### config.mk
export PLATFORM = sky130hd
export DESIGN_NAME = tdo_output_timing
export DESIGN_NICKNAME = d
export VERILOG_FILES = /design/src/rtl/tdo_pkg.sv /design/src/rtl/tdo_sync.sv /design/src/rtl/tdo_fifo.sv /design/src/rtl/tdo_output_timing.sv
export SDC_FILE = /design/constraint.sdc
export NUM_CORES = 2
export LEC_CHECK = 0
export BUFFER_PORTS_ARGS = -buffer_cell sky130_fd_sc_hd__buf_2
export CORE_ASPECT_RATIO = 1.75
export CORE_MARGIN = 1.5
export CORE_UTILIZATION = 50
export DETAILED_ROUTE_END_ITERATION = 8
export PLACE_DENSITY = 0.66
export SLEW_MARGIN = 20
export SYNTH_ARGS = -nofsm -noshare
export SYNTH_HDL_FRONTEND = slang
export SYNTH_SLANG_ARGS = --single-unit
### constraint.sdc
create_clock -name clock -period 17 [get_ports clock]
set_clock_uncertainty 0.15 [all_clocks]
set_input_delay 5.1 -clock clock [delete_from_list [all_inputs] [get_ports clock]]
set_output_delay 5.1 -clock clock [all_outputs]
set_load 0.005 [all_outputs]
### src/rtl/tdo_pkg.sv
// Shared constants and types of the TDM output timing and drive block
package tdo_pkg;
   // =====================================================
   // Timebase: one tick is a rising edge of the link timing clock
   // =====================================================
   localparam int TICK_KHZ     = 65536;              // Nominal timing clock rate
   localparam int TICK_PS      = 15259;              // One tick, rounded to ps
   localparam int FRAME_HZ     = 8000;               // Frame repetition rate
   localparam int CNT_W        = 13;
   localparam int FRAME_TICKS  = TICK_KHZ * 1000 / FRAME_HZ;
   localparam logic [12:0] CNT_RST = 13'h0000;       // Counter value after reset
   localparam logic [12:0] CNT_MAX = 13'(FRAME_TICKS - 1);
   // =====================================================
   // Frame clock outputs: rates in kHz, tap of the tick counter
   // =====================================================
   localparam int CLK_A_SLOW_KHZ = 4094;
   localparam int CLK_A_FAST_KHZ = 8192;
   localparam int CLK_B_SLOW_KHZ = 8192;
   localparam int CLK_B_FAST_KHZ = 16384;
   localparam int CLK_C_SLOW_KHZ = 16384;
   localparam int CLK_C_FAST_KHZ = 32768;
   localparam int TAP_A_SLOW = $clog2(TICK_KHZ / CLK_A_SLOW_KHZ) - 1;
   localparam int TAP_A_FAST = $clog2(TICK_KHZ / CLK_A_FAST_KHZ) - 1;
   localparam int TAP_B_SLOW = $clog2(TICK_KHZ / CLK_B_SLOW_KHZ) - 1;
   localparam int TAP_B_FAST = $clog2(TICK_KHZ / CLK_B_FAST_KHZ) - 1;
   localparam int TAP_C_SLOW = $clog2(TICK_KHZ / CLK_C_SLOW_KHZ) - 1;
   localparam int TAP_C_FAST = $clog2(TICK_KHZ / CLK_C_FAST_KHZ) - 1;
   // =====================================================
   // Frame pulse widths in ns, then half widths in ticks
   // =====================================================
   localparam int PB_SHORT_NS = 61;
   localparam int PB_WIDE_NS  = 122;
   localparam int PC_SHORT_NS = 30;
   localparam int PC_WIDE_NS  = 61;
   localparam logic [12:0] PB_SHORT_HALF = 13'((PB_SHORT_NS * 1000 + TICK_PS / 2) / TICK_PS / 2);
   localparam logic [12:0] PB_WIDE_HALF  = 13'((PB_WIDE_NS * 1000 + TICK_PS / 2) / TICK_PS / 2);
   localparam logic [12:0] PC_SHORT_HALF = 13'((PC_SHORT_NS * 1000 + TICK_PS / 2) / TICK_PS / 2);
   localparam logic [12:0] PC_WIDE_HALF  = 13'((PC_WIDE_NS * 1000 + TICK_PS / 2) / TICK_PS / 2);
   // =====================================================
   // Serial streams
   // =====================================================
   localparam int STREAMS    = 16;
   localparam int SLOTS_2M   = 32;
   localparam int SLOTS_4M   = 64;
   localparam int SLOTS_8M   = 128;
   localparam int SLOT_LOG_2M = $clog2(FRAME_TICKS / SLOTS_2M);
   localparam int SLOT_LOG_4M = $clog2(FRAME_TICKS / SLOTS_4M);
   localparam int SLOT_LOG_8M = $clog2(FRAME_TICKS / SLOTS_8M);
   localparam int SLOT_BITS  = 8;
   localparam logic [7:0] IDLE_BYTE = 8'hFF;         // Sent when the FIFO runs dry
   // Slot word: byte of stream i at [8i+7:8i], its high-impedance flag at HIZ_LSB+i
   localparam int HIZ_LSB    = STREAMS * SLOT_BITS;
   localparam int WORD_W     = HIZ_LSB + STREAMS;
   localparam int FIFO_DEPTH = 16;
   typedef enum logic [1:0] {RATE_2M, RATE_4M, RATE_8M, RATE_RSVD} tdo_rate_e;
endpackage : tdo_pkg

### src/rtl/tdo_sync.sv
// Two-stage synchroniser for one level from outside the clock domain
`timescale 1ns/1ps
`default_nettype none
module tdo_sync (
   // Clock and reset
   input  wire logic clock,
   input  wire logic rst_n,
   // Level in and out
   input  wire logic async_in,
   output logic      sync_out
);
   logic meta_r;

   // =====================================================
   // Synchroniser chain; the first stage feeds only the second
   // =====================================================
   always_ff @(posedge clock or negedge rst_n) begin
      if (!rst_n) begin
         meta_r   <= 1'b0;
         sync_out <= 1'b0;
      end else begin
         meta_r   <= async_in;
         sync_out <= meta_r;
      end
   end
endmodule : tdo_sync
`default_nettype wire

### src/rtl/tdo_fifo.sv
// Synchronous FIFO with valid/ready on both sides
`timescale 1ns/1ps
`default_nettype none
module tdo_fifo #(
   parameter int W = 8,
   parameter int D = 16
) (
   // Clock and reset
   input  wire logic         clock,
   input  wire logic         rst_n,
   // Fill side
   input  wire logic [W-1:0] in_data,
   input  wire logic         in_valid,
   output logic              in_ready,
   // Drain side
   output logic [W-1:0]      out_data,
   output logic              out_valid,
   input  wire logic         out_ready
);
   localparam int AW = $clog2(D);
   logic [W-1:0] mem [D];
   logic [AW:0]  wptr_r;
   logic [AW:0]  rptr_r;
   logic         full;
   logic         empty;
   logic         push;
   logic         pop;

   // Extra pointer bit tells full from empty
   assign empty     = (wptr_r == rptr_r);
   assign full      = (wptr_r[AW] != rptr_r[AW]) && (wptr_r[AW-1:0] == rptr_r[AW-1:0]);
   assign in_ready  = !full;
   assign out_valid = !empty;
   assign push      = in_valid && !full;
   assign pop       = out_ready && !empty;
   assign out_data  = mem[rptr_r[AW-1:0]];

   // Storage has no reset; only words behind valid are ever read
   always_ff @(posedge clock) begin
      if (push) begin
         mem[wptr_r[AW-1:0]] <= in_data;
      end
   end

   // Pointers
   always_ff @(posedge clock or negedge rst_n) begin
      if (!rst_n) begin
         wptr_r <= '0;
         rptr_r <= '0;
      end else begin
         if (push) wptr_r <= wptr_r + 1'b1;
         if (pop)  rptr_r <= rptr_r + 1'b1;
      end
   end
endmodule : tdo_fifo
`default_nettype wire

### src/rtl/tdo_output_timing.sv
// TDM output timing and drive: frame clocks, frame pulses and sixteen serial streams
// Function
// - Clock A runs at 4.096 or 8.192 MHz by its rate select.
// - Clock B runs at 16.384 or 8.192 MHz by its rate select.
// - Clock C runs at 32.768 or 16.384 MHz by its rate select.
// - In default polarity each frame clock falls exactly at the frame boundary.
// - Pulse B is low 61 ns or 122 ns around each frame boundary.
// - Pulse C is low 30 ns or 61 ns around each frame boundary.
// - Every frame pulse occurs once per frame, 8 kHz.
// - A set polarity bit inverts its frame clock or frame pulse.
// - The drive gate acts on the outputs with no clock in the path.
// - Gate high: streams and buffer controls operate normally.
// - Gate low: streams float, every buffer control is driven high.
// - Each stream has its own rate select, applied to that stream.
// - At 2.048 Mbps a stream carries 32 slots per frame.
// - At 4.096 Mbps a stream carries 64 slots per frame.
// - At 8.192 Mbps a stream carries 128 slots per frame.
// - Buffer control is high for a floating slot, low for an active one.
`timescale 1ns/1ps
`default_nettype none
module tdo_output_timing (
   // Clock and reset
   input  wire logic                       clock,
   input  wire logic                       rst_n,
   // Link timing clock, from outside this domain
   input  wire logic                       timing_clock,
   // Frame clock and pulse configuration
   input  wire logic                       clk_a_fast,
   input  wire logic                       clk_b_fast,
   input  wire logic                       clk_c_fast,
   input  wire logic                       pulse_b_wide,
   input  wire logic                       pulse_c_wide,
   input  wire logic [4:0]                 polarity_invert,
   // Per-stream rate select, two bits per stream
   input  wire logic [31:0]                stream_rate,
   // Slot words from the switching core
   input  wire logic [tdo_pkg::WORD_W-1:0] slot_word_data,
   input  wire logic                       slot_word_valid,
   output logic                            slot_word_ready,
   // Frame clocks and pulses
   output logic                            frame_clock_out_a,
   output logic                            frame_clock_out_b,
   output logic                            frame_clock_out_c,
   output logic                            frame_pulse_out_b,
   output logic                            frame_pulse_out_c,
   // Serial streams and external buffer control
   input  wire logic                       serial_drive_gate,
   output logic [15:0]                     serial_out_stream,
   output logic [15:0]                     serial_out_stream_oe,
   output logic [15:0]                     external_buffer_ctrl,
   // Status
   output logic                            frame_start,
   output logic                            slot_underrun
);
   // =====================================================
   // Declarations
   // =====================================================
   logic                        tclk_s;
   logic                        tclk_d_r;
   logic                        tick;
   logic [12:0]                 cnt_r;
   logic                        slot_edge;
   logic [tdo_pkg::WORD_W-1:0]  fifo_data;
   logic                        fifo_valid;
   logic [15:0]                 hiz_r;
   logic [15:0]                 load;
   logic [12:0]                 half_b;
   logic [12:0]                 half_c;
   logic                        pulse_b_win;
   logic                        pulse_c_win;

   // =====================================================
   // Link timing clock: synchronise, then find rising edges
   // =====================================================
   tdo_sync u_tclk_sync (
      .clock    (clock),
      .rst_n    (rst_n),
      .async_in (timing_clock),
      .sync_out (tclk_s)
   );

   // Delayed copy of the synchronised level for edge finding
   always_ff @(posedge clock or negedge rst_n) begin
      if (!rst_n) begin
         tclk_d_r <= 1'b0;
      end else begin
         tclk_d_r <= tclk_s;
      end
   end

   assign tick = tclk_s && !tclk_d_r;

   // =====================================================
   // Frame counter: one frame of ticks, wraps at the boundary
   // =====================================================
   always_ff @(posedge clock or negedge rst_n) begin
      if (!rst_n) begin
         cnt_r <= tdo_pkg::CNT_RST;
      end else if (tick) begin
         cnt_r <= (cnt_r == tdo_pkg::CNT_MAX) ? 13'h0000 : cnt_r + 13'h0001;
      end
   end

   // Boundary marker for the status port
   always_ff @(posedge clock or negedge rst_n) begin
      if (!rst_n) begin
         frame_start <= 1'b0;
      end else begin
         frame_start <= tick && (cnt_r == tdo_pkg::CNT_MAX);
      end
   end

   // =====================================================
   // Frame clocks: a counter tap, so every clock is low right after the wrap unless its polarity bit is set
   // =====================================================
   always_ff @(posedge clock or negedge rst_n) begin
      if (!rst_n) begin
         frame_clock_out_a <= 1'b0;
         frame_clock_out_b <= 1'b0;
         frame_clock_out_c <= 1'b0;
      end else begin
         // The 4.094 figure taps the same divider as 4.096; the tick rate cannot give it exactly
         frame_clock_out_a <= (clk_a_fast ? cnt_r[tdo_pkg::TAP_A_FAST] : cnt_r[tdo_pkg::TAP_A_SLOW])
                              ^ polarity_invert[0];
         frame_clock_out_b <= (clk_b_fast ? cnt_r[tdo_pkg::TAP_B_FAST] : cnt_r[tdo_pkg::TAP_B_SLOW])
                              ^ polarity_invert[1];
         frame_clock_out_c <= (clk_c_fast ? cnt_r[tdo_pkg::TAP_C_FAST] : cnt_r[tdo_pkg::TAP_C_SLOW])
                              ^ polarity_invert[2];
      end
   end

   // =====================================================
   // Frame pulses: low window straddles the boundary, half each side
   // =====================================================
   assign half_b      = pulse_b_wide ? tdo_pkg::PB_WIDE_HALF : tdo_pkg::PB_SHORT_HALF;
   assign half_c      = pulse_c_wide ? tdo_pkg::PC_WIDE_HALF : tdo_pkg::PC_SHORT_HALF;
   assign pulse_b_win = (cnt_r < half_b) || (cnt_r > 13'(tdo_pkg::CNT_MAX - half_b));
   assign pulse_c_win = (cnt_r < half_c) || (cnt_r > 13'(tdo_pkg::CNT_MAX - half_c));

   // Pulse outputs, active low unless inverted
   always_ff @(posedge clock or negedge rst_n) begin
      if (!rst_n) begin
         frame_pulse_out_b <= 1'b1;
         frame_pulse_out_c <= 1'b1;
      end else begin
         frame_pulse_out_b <= !pulse_b_win ^ polarity_invert[3];
         frame_pulse_out_c <= !pulse_c_win ^ polarity_invert[4];
      end
   end

   // =====================================================
   // Slot word FIFO: one word per fastest slot, popped just before it starts
   // =====================================================
   assign slot_edge = tick && (cnt_r[tdo_pkg::SLOT_LOG_8M-1:0] == '1);

   tdo_fifo #(
      .W (tdo_pkg::WORD_W),
      .D (tdo_pkg::FIFO_DEPTH)
   ) u_fifo (
      .clock     (clock),
      .rst_n     (rst_n),
      .in_data   (slot_word_data),
      .in_valid  (slot_word_valid),
      .in_ready  (slot_word_ready),
      .out_data  (fifo_data),
      .out_valid (fifo_valid),
      .out_ready (slot_edge)
   );

   // Empty FIFO at a slot start: streams send idle and float instead of stale data
   always_ff @(posedge clock or negedge rst_n) begin
      if (!rst_n) begin
         slot_underrun <= 1'b0;
      end else begin
         slot_underrun <= slot_edge && !fifo_valid;
      end
   end

   // =====================================================
   // Per-stream serialisers
   // =====================================================
   genvar gi;
   generate
      for (gi = 0; gi < tdo_pkg::STREAMS; gi++) begin : g_stream
         logic [12:0]        slot_mask;
         logic [12:0]        bit_mask;
         logic [7:0]         shift_r;
         logic               bit_edge;
         tdo_pkg::tdo_rate_e rate;

         assign rate = tdo_pkg::tdo_rate_e'(stream_rate[2*gi +: 2]);

         // Slot and bit lengths from the stream's own rate; reserved code runs as 2.048
         always_comb begin
            case (rate)
               tdo_pkg::RATE_8M: slot_mask = 13'((1 << tdo_pkg::SLOT_LOG_8M) - 1);
               tdo_pkg::RATE_4M: slot_mask = 13'((1 << tdo_pkg::SLOT_LOG_4M) - 1);
               default:          slot_mask = 13'((1 << tdo_pkg::SLOT_LOG_2M) - 1);
            endcase
         end

         assign bit_mask = slot_mask >> 3;
         assign load[gi] = slot_edge && ((cnt_r & slot_mask) == slot_mask);
         assign bit_edge = tick && ((cnt_r & bit_mask) == bit_mask);

         // Load a byte at the slot start, then shift left once per bit period
         always_ff @(posedge clock or negedge rst_n) begin
            if (!rst_n) begin
               shift_r   <= tdo_pkg::IDLE_BYTE;
               hiz_r[gi] <= 1'b1;
            end else if (load[gi]) begin
               shift_r   <= fifo_valid ? fifo_data[8*gi +: 8] : tdo_pkg::IDLE_BYTE;
               hiz_r[gi] <= fifo_valid ? fifo_data[tdo_pkg::HIZ_LSB + gi] : 1'b1;
            end else if (bit_edge) begin
               shift_r   <= {shift_r[6:0], 1'b1};
            end
         end

         assign serial_out_stream[gi] = shift_r[7];
      end
   endgenerate

   // =====================================================
   // Drive gate: straight to the pins, so it needs no clock
   // =====================================================
   assign serial_out_stream_oe = {16{serial_drive_gate}} & ~hiz_r;
   assign external_buffer_ctrl = {16{!serial_drive_gate}} | hiz_r;
endmodule : tdo_output_timing
`default_nettype wire

Yosys cells after proc, flatten, opt, wreduce, memory -nomap -nowiden
Memories as Yosys holds them, arrays and structs flattened. Cells that the tools add are included.

Register bits: 177. Bits in writable memories: 2304. Bits of input ports: 191. Logic and storage cells: 315. Memories kept: 1.

$add $sub $neg: 5. Magnitude comparators: 4. Eq/ne operators: 69. Multiplexer cells: 88. Bitwise gates (word level): 40. Reduce and logical (&&, ||, !) cells: 63.

Memories: u_fifo.mem (depth 16, bits a word 144, read ports 1, clocked after Yosys merged registers in 0, wr ports 1, RTL line tdo_fifo.sv:21) `logic [W-1:0] mem [D];`.

Operators by type and width (count): 8-bit two-way mux (48); 8-bit case mux with 2 select lines (16); 13-bit by 10-bit AND with 13-bit output (14); 13-bit AND (14); 13-bit by 10-bit equality test with 1-bit output (14); 13-bit equality test (14); 1-bit logical AND (39); 2-bit by 1-bit equality test with 1-bit output (second input constant) (16); 2-bit equality test (second input constant) (16); 2-bit nonzero test (16); 13-bit by 5-bit AND with 13-bit output (2); 13-bit by 8-bit AND with 13-bit output (2); 13-bit by 5-bit equality test with 1-bit output (2); 13-bit by 8-bit equality test with 1-bit output (2); 13-bit greater-than comparator (2); 1-bit two-way mux (21); 16-bit AND (1); 16-bit inverter (1); 16-bit bitwise OR (1); 13-bit by 1-bit adder with 13-bit output (second input constant) (1); 13-bit equality test (second input constant) (1); 13-bit by 2-bit less-than comparator with 1-bit output (1); 13-bit by 3-bit less-than comparator with 1-bit output (1); 13-bit two-way mux (1); other kinds (12) (23).

Depth between registers and ports, before layout
Depth in word-level cells: 7. Depth in mapped cells: 9. Mapped depth without buffers: 7.

By module
A second synthesis with hierarchy kept.

Cells, all modules: 4822. Area, all modules: 97517.3 um2.

By module, submodules not included: tdo_fifo (times used 1, cells an instance 3906, area an instance 88312.2 um2, seq. area each 69436.6 um2); tdo_output_timing (times used 1, cells an instance 914, area an instance 9155.0 um2, seq. area each 4311.6 um2); tdo_sync (times used 1, cells an instance 2, area an instance 50.0 um2, seq. area each 50.0 um2).

Least setup slack after synthesis
Ideal clock, no wire load.

Kind: input -> register. Start point: input port slot_word_valid. End point: memory u_fifo.mem[3][0] (netlist name), enable pin. Arrival time: 15466 ps. Required time: 16026 ps. Path slack: 560 ps. Stages: 3. Path buffers: 0. Path through: a21boi_1 > nand2_1 > nor3_1.

Longest elaborated chain between the ends: 3.

Ends and longest elaborated chain: from (decl) (RTL line tdo_output_timing.sv:38) `input wire logic slot_word_valid,`; 1-bit logical AND (RTL line tdo_fifo.sv:34) `assign push = in_valid && !full;`; 1-bit two-way mux (RTL line tdo_fifo.sv:40) `if (push) begin`; 1-bit two-way mux (implied by the code) (RTL line tdo_fifo.sv:41) `mem[wptr_r[AW-1:0]] <= in_data;`; to (decl) (RTL line tdo_fifo.sv:21).

No other way between the ends.

Worst setup path in the final report
Start point: input port serial_drive_gate. End point: output port serial_out_stream_oe[9].

Longest elaborated chain between the ends: 1.

Ends and longest elaborated chain: from (decl) (RTL line tdo_output_timing.sv:47) `input wire logic serial_drive_gate,`; 16-bit AND (RTL line tdo_output_timing.sv:226) `assign serial_out_stream_oe = {16{serial_drive_gate}} & ~hiz_r;`; to (decl) (RTL line tdo_output_timing.sv:49) `output logic [15:0] serial_out_stream_oe,`.

No other way between the ends.

==> flow_summary.rst <==
.. list-table::
   :header-rows: 1

   * - Metric
     - Value
   * - Final worst slack
     - 6.11 ns
   * - First DRT Iteration DRCs
     - 4294
   * - Fraction of registers with async set/reset
     - 7.13%
   * - Worst setup path endpoint
     - serial_out_stream_oe[9]
   * - Fmax
     - 0.0918 GHz
   * - Met1 wire length
     - 86.7 mm
   * - Final global-route overflow total
     - 0
   * - Outcome
     - complete, no violations
   * - Number of buffers added by the clock tree synthesis step
     - 217
   * - Clock-pin slew of the registers on the worst-case setup and hold paths
     - 0.07 ns
   * - Share of layout cells above drive strength 1
     - 30.1%
   * - Req. time, crit path
     - 11.75 ns
   * - Netlist area before placement
     - 0.0941 mm²
   * - Total half-perimeter wirelength after legalization and detailed placement
     - 120 mm
   * - Signal arrival time at the worst endpoint
     - 5.64 ns
   * - Count of max-cap constraint violations
     - 0
   * - Root buf cell
     - sky130_fd_sc_hd__clkbuf_16
   * - Setup Crit Path Kind
     - in2out
   * - I/O pin cnt
     - 247
   * - Met2 wire length
     - 115 mm
   * - Sum Neg Setup Slack
     - 0 ns
   * - Final period util
     - 64.1%
   * - Maximum number of pins on one net before global-route repair
     - 109
   * - Count of final max-slew check failures
     - 0
   * - Clock tree from TritonCTS
     - done
   * - Slew margin rel.
     - 23.6%
   * - Wire length after detailed routing
     - 224 mm
   * - Area of the placeable core
     - 0.187 mm²
   * - Top layer in use
     - met5
   * - Reg-to-Reg End
     - g_stream[0].shift_r[7]$_DFFE_PN1P_
   * - Final routed DRC violation total
     - 0
   * - Hold Vio Cnt, Final
     - 0
   * - Flop and latch count out of synthesis
     - 2481
   * - Setup repair after global routing missed its margin
     - false
   * - Worst-case setup slack after placement
     - 6.07 ns
   * - Routability congestion estimate
     - 0.776
   * - Min-Delay Path Class
     - reg2reg
   * - Port Buffer Count
     - 246
   * - Number of antenna violations at the first check in global routing
     - 59
   * - Synth Area per Inst
     - 22.0 µm²
   * - Number of stages on the worst hold path
     - 0
   * - Die area
     - 0.191 mm²
   * - Horizontal extent of the die
     - 331 µm
   * - Critical path capture point type
     - output pin
   * - Effective utilization at floorplan
     - 50.3%
   * - Clock insertion delay at the later pin of the skew report
     - 0.86 ns
   * - Setup repair bufs after CTS
     - 0
   * - Overall power of the completed layout
     - 13.6 mW
   * - Flop2flop setup slack
     - 11.26 ns
   * - DR pass1 iterations
     - 6
   * - Leading post-synthesis cells by cell area
     - sky130_fd_sc_hd__edfxtp_1, sky130_fd_sc_hd__mux4_2, sky130_fd_sc_hd__dfstp_2
   * - Wire length of the first global-routing pass
     - 326 mm
   * - Cell count of the worst reg-to-reg path
     - 7
   * - Post-synthesis cell count
     - 4273
   * - Worst flop-to-flop path startpoint
     - u_fifo.rptr_r[1]$_DFFE_PN0P_
   * - Wire per inst
     - 31.0 µm
   * - Detailed-route vias per instance
     - 6.33
   * - H-Tree Level Count
     - 4
   * - Most frequently used flop master after synthesis
     - sky130_fd_sc_hd__edfxtp_1
   * - Final min period
     - 10.89 ns
   * - Vias after detailed routing
     - 45700
   * - Worst Max-Slew Pin Slew
     - 1.14 ns
   * - Source of the critical timing path
     - serial_drive_gate
   * - Static power due to leakage
     - 32.7 nW
   * - Share of Yosys cell area claimed by the top area cell type
     - 73.6%
   * - Most area-hungry cell type in the Yosys netlist
     - sky130_fd_sc_hd__edfxtp_1
   * - Synthesis-to-finish area growth
     - 11.6%
   * - # hold bufs at CTS
     - 0
   * - Deepest clock path buffer count
     - 4
   * - Share of the yosys chip area belonging to registers
     - 78.5%
   * - Number of instances resized during post-cts repair
     - 0
   * - Max rail drop VDD
     - 0.0000812 V
   * - Count of flip-flops with a built-in enable after synthesis
     - 2304
   * - Total of endpoints with negative setup slack in the final report
     - 0
   * - Kind of start point of the critical path
     - input pin
   * - Vias in the first global route
     - 47400
   * - Met3 Routed Length
     - 16.7 mm
   * - Biggest fanout along the worst timing path
     - 16
   * - Power density relative to cell area
     - 129 mW/mm²
   * - Nets
     - 4807
   * - Vert. Die Dim
     - 577 µm
   * - Synth cell types
     - 53
   * - Yosys warning count
     - 0
   * - Row count
     - 210
   * - Clock tree sinks
     - 2481
   * - Nets in the synthesized netlist
     - 4494
   * - Global-route usage over all layers
     - 23.6%
   * - Remaining antenna violation count
     - 0
   * - Startpoint of the lowest-slack hold path
     - u_tclk_sync.meta_r$_DFF_PN0_
-- metal layers --
layer,vias to the layer above,global-route usage (%)
met5,-,0
met4,42,5.60
met3,388,4.07
met2,1854,40.2
met1,24600,31.9
li1,18800,-
-- worst max-delay path, stage by stage --
cell and delay (ns):
sky130_fd_sc_hd__buf_2 0.26, sky130_fd_sc_hd__nand2b_1 0.12, sky130_fd_sc_hd__inv_1 0.06, sky130_fd_sc_hd__buf_2 0.10
-- worst min path at each step --
stage                                     endpoint  slack (ns)
global placement    u_tclk_sync.sync_out$_DFF_PN0_        0.21
finish              u_tclk_sync.sync_out$_DFF_PN0_        0.22
CTS                 u_tclk_sync.sync_out$_DFF_PN0_        0.23
floorplan           u_tclk_sync.sync_out$_DFF_PN0_        0.18
global route        u_tclk_sync.sync_out$_DFF_PN0_        0.23
detailed placement  u_tclk_sync.sync_out$_DFF_PN0_        0.19
-- power by group --
| part | internal (mW) | leakage (nW) | switching, mW |
|---|---|---|---|
| clock | 2.60 | 3.33 | 2.14 |
| sequential | 7.48 | 22.7 | 0.240 |
| combinational | 0.358 | 6.61 | 0.741 |
| total | 10.4 | 32.7 | 3.12 |
-- logic make-up after synthesis --
family	count (synthesis)	share of synthesized area, %
AOI/OAI and AO/OA	593	4.46
xor gates and xnor gates	28	0.261
adders and majority gates	30	0.399
buffers and inverters	305	1.42
DFF	2481	78.5
muxes	595	13.8
and+or+nand+nor	241	1.22
-- registers in the layout (all words and copies together) (netlist names), 5 cells and up --
signal	flops
u_fifo.rptr_r	5
u_fifo.wptr_r	5
hiz_r	16
u_fifo.mem	2304
cnt_r	13
g_stream.shift_r	128
-- through the flow --
step / cells / utilization, % / cell area [µm²] / hold slack (ns)
finish: 7219 / 56.1 / 105000 / 0.218
global route: 7205 / 56.1 / 105000 / 0.228
CTS: 7200 / 56.1 / 105000 / 0.226
detailed placement: 6805 / 52.5 / 98200 / 0.189
global placement: 6805 / 52.5 / 98200 / 0.209
floorplan: 4273 / - / 94100 / 0.181
-- Yosys cell counts (19+ instances only) --
| master | instances |
|---|---|
| sky130_fd_sc_hd__nor2_1 | 72 |
| sky130_fd_sc_hd__o221a_2 | 28 |
| sky130_fd_sc_hd__o22ai_1 | 114 |
| sky130_fd_sc_hd__buf_1 | 27 |
| sky130_fd_sc_hd__nand3_1 | 20 |
| sky130_fd_sc_hd__mux2i_1 | 35 |
| sky130_fd_sc_hd__a22oi_1 | 242 |
| sky130_fd_sc_hd__dfrtp_1 | 31 |
| sky130_fd_sc_hd__inv_1 | 58 |
| sky130_fd_sc_hd__mux4_2 | 560 |
| sky130_fd_sc_hd__buf_2 | 78 |
| sky130_fd_sc_hd__o21ai_0 | 19 |
| sky130_fd_sc_hd__a221oi_1 | 23 |
| sky130_fd_sc_hd__buf_4 | 20 |
| sky130_fd_sc_hd__edfxtp_1 | 2304 |
| sky130_fd_sc_hd__dfstp_2 | 146 |
| sky130_fd_sc_hd__clkbuf_1 | 112 |
| sky130_fd_sc_hd__nand2_1 | 85 |
| sky130_fd_sc_hd__ha_1 | 30 |
| sky130_fd_sc_hd__a31oi_1 | 121 |
-- cell usage in the layout, fill, tap and decap left out, types with 7 or more instances in the layout --
cell,count
sky130_fd_sc_hd__a21oi_1,10
sky130_fd_sc_hd__a221oi_1,23
sky130_fd_sc_hd__a22o_1,7
sky130_fd_sc_hd__a22oi_1,242
sky130_fd_sc_hd__a31oi_1,121
sky130_fd_sc_hd__buf_2,245
sky130_fd_sc_hd__buf_4,87
sky130_fd_sc_hd__clkbuf_1,57
sky130_fd_sc_hd__clkbuf_16,219
sky130_fd_sc_hd__clkbuf_8,35
sky130_fd_sc_hd__clkinv_1,24
sky130_fd_sc_hd__clkinv_2,36
sky130_fd_sc_hd__clkinvlp_4,7
sky130_fd_sc_hd__dfrtp_1,28
sky130_fd_sc_hd__dfstp_2,146
sky130_fd_sc_hd__diode_2,19
sky130_fd_sc_hd__edfxtp_1,2304
sky130_fd_sc_hd__ha_1,30
sky130_fd_sc_hd__inv_1,57
sky130_fd_sc_hd__mux2i_1,35
sky130_fd_sc_hd__mux4_2,560
sky130_fd_sc_hd__nand2_1,85
sky130_fd_sc_hd__nand2b_1,17
sky130_fd_sc_hd__nand3_1,20
sky130_fd_sc_hd__nor2_1,59
sky130_fd_sc_hd__nor2_4,21
sky130_fd_sc_hd__o21ai_0,19
sky130_fd_sc_hd__o21ai_1,15
sky130_fd_sc_hd__o221a_2,28
sky130_fd_sc_hd__o22ai_1,114
sky130_fd_sc_hd__xnor2_1,18
sky130_fd_sc_hd__xor2_1,10
-- layout make-up --
| type | count | area, µm² |
|---|---|---|
| multi-input cells | 1487 | 19100 |
| well taps | 2438 | 3050 |
| repair buffers | 340 | 2030 |
| clock inverters | 84 | 602 |
| clock buffers | 311 | 6180 |
| fillers | 13800 | 82100 |
| flip-flops and latches | 2481 | 73800 |
| inverters | 59 | 229 |
| diodes | 19 | 47.5 |
(Power assumes the default switching activity.)
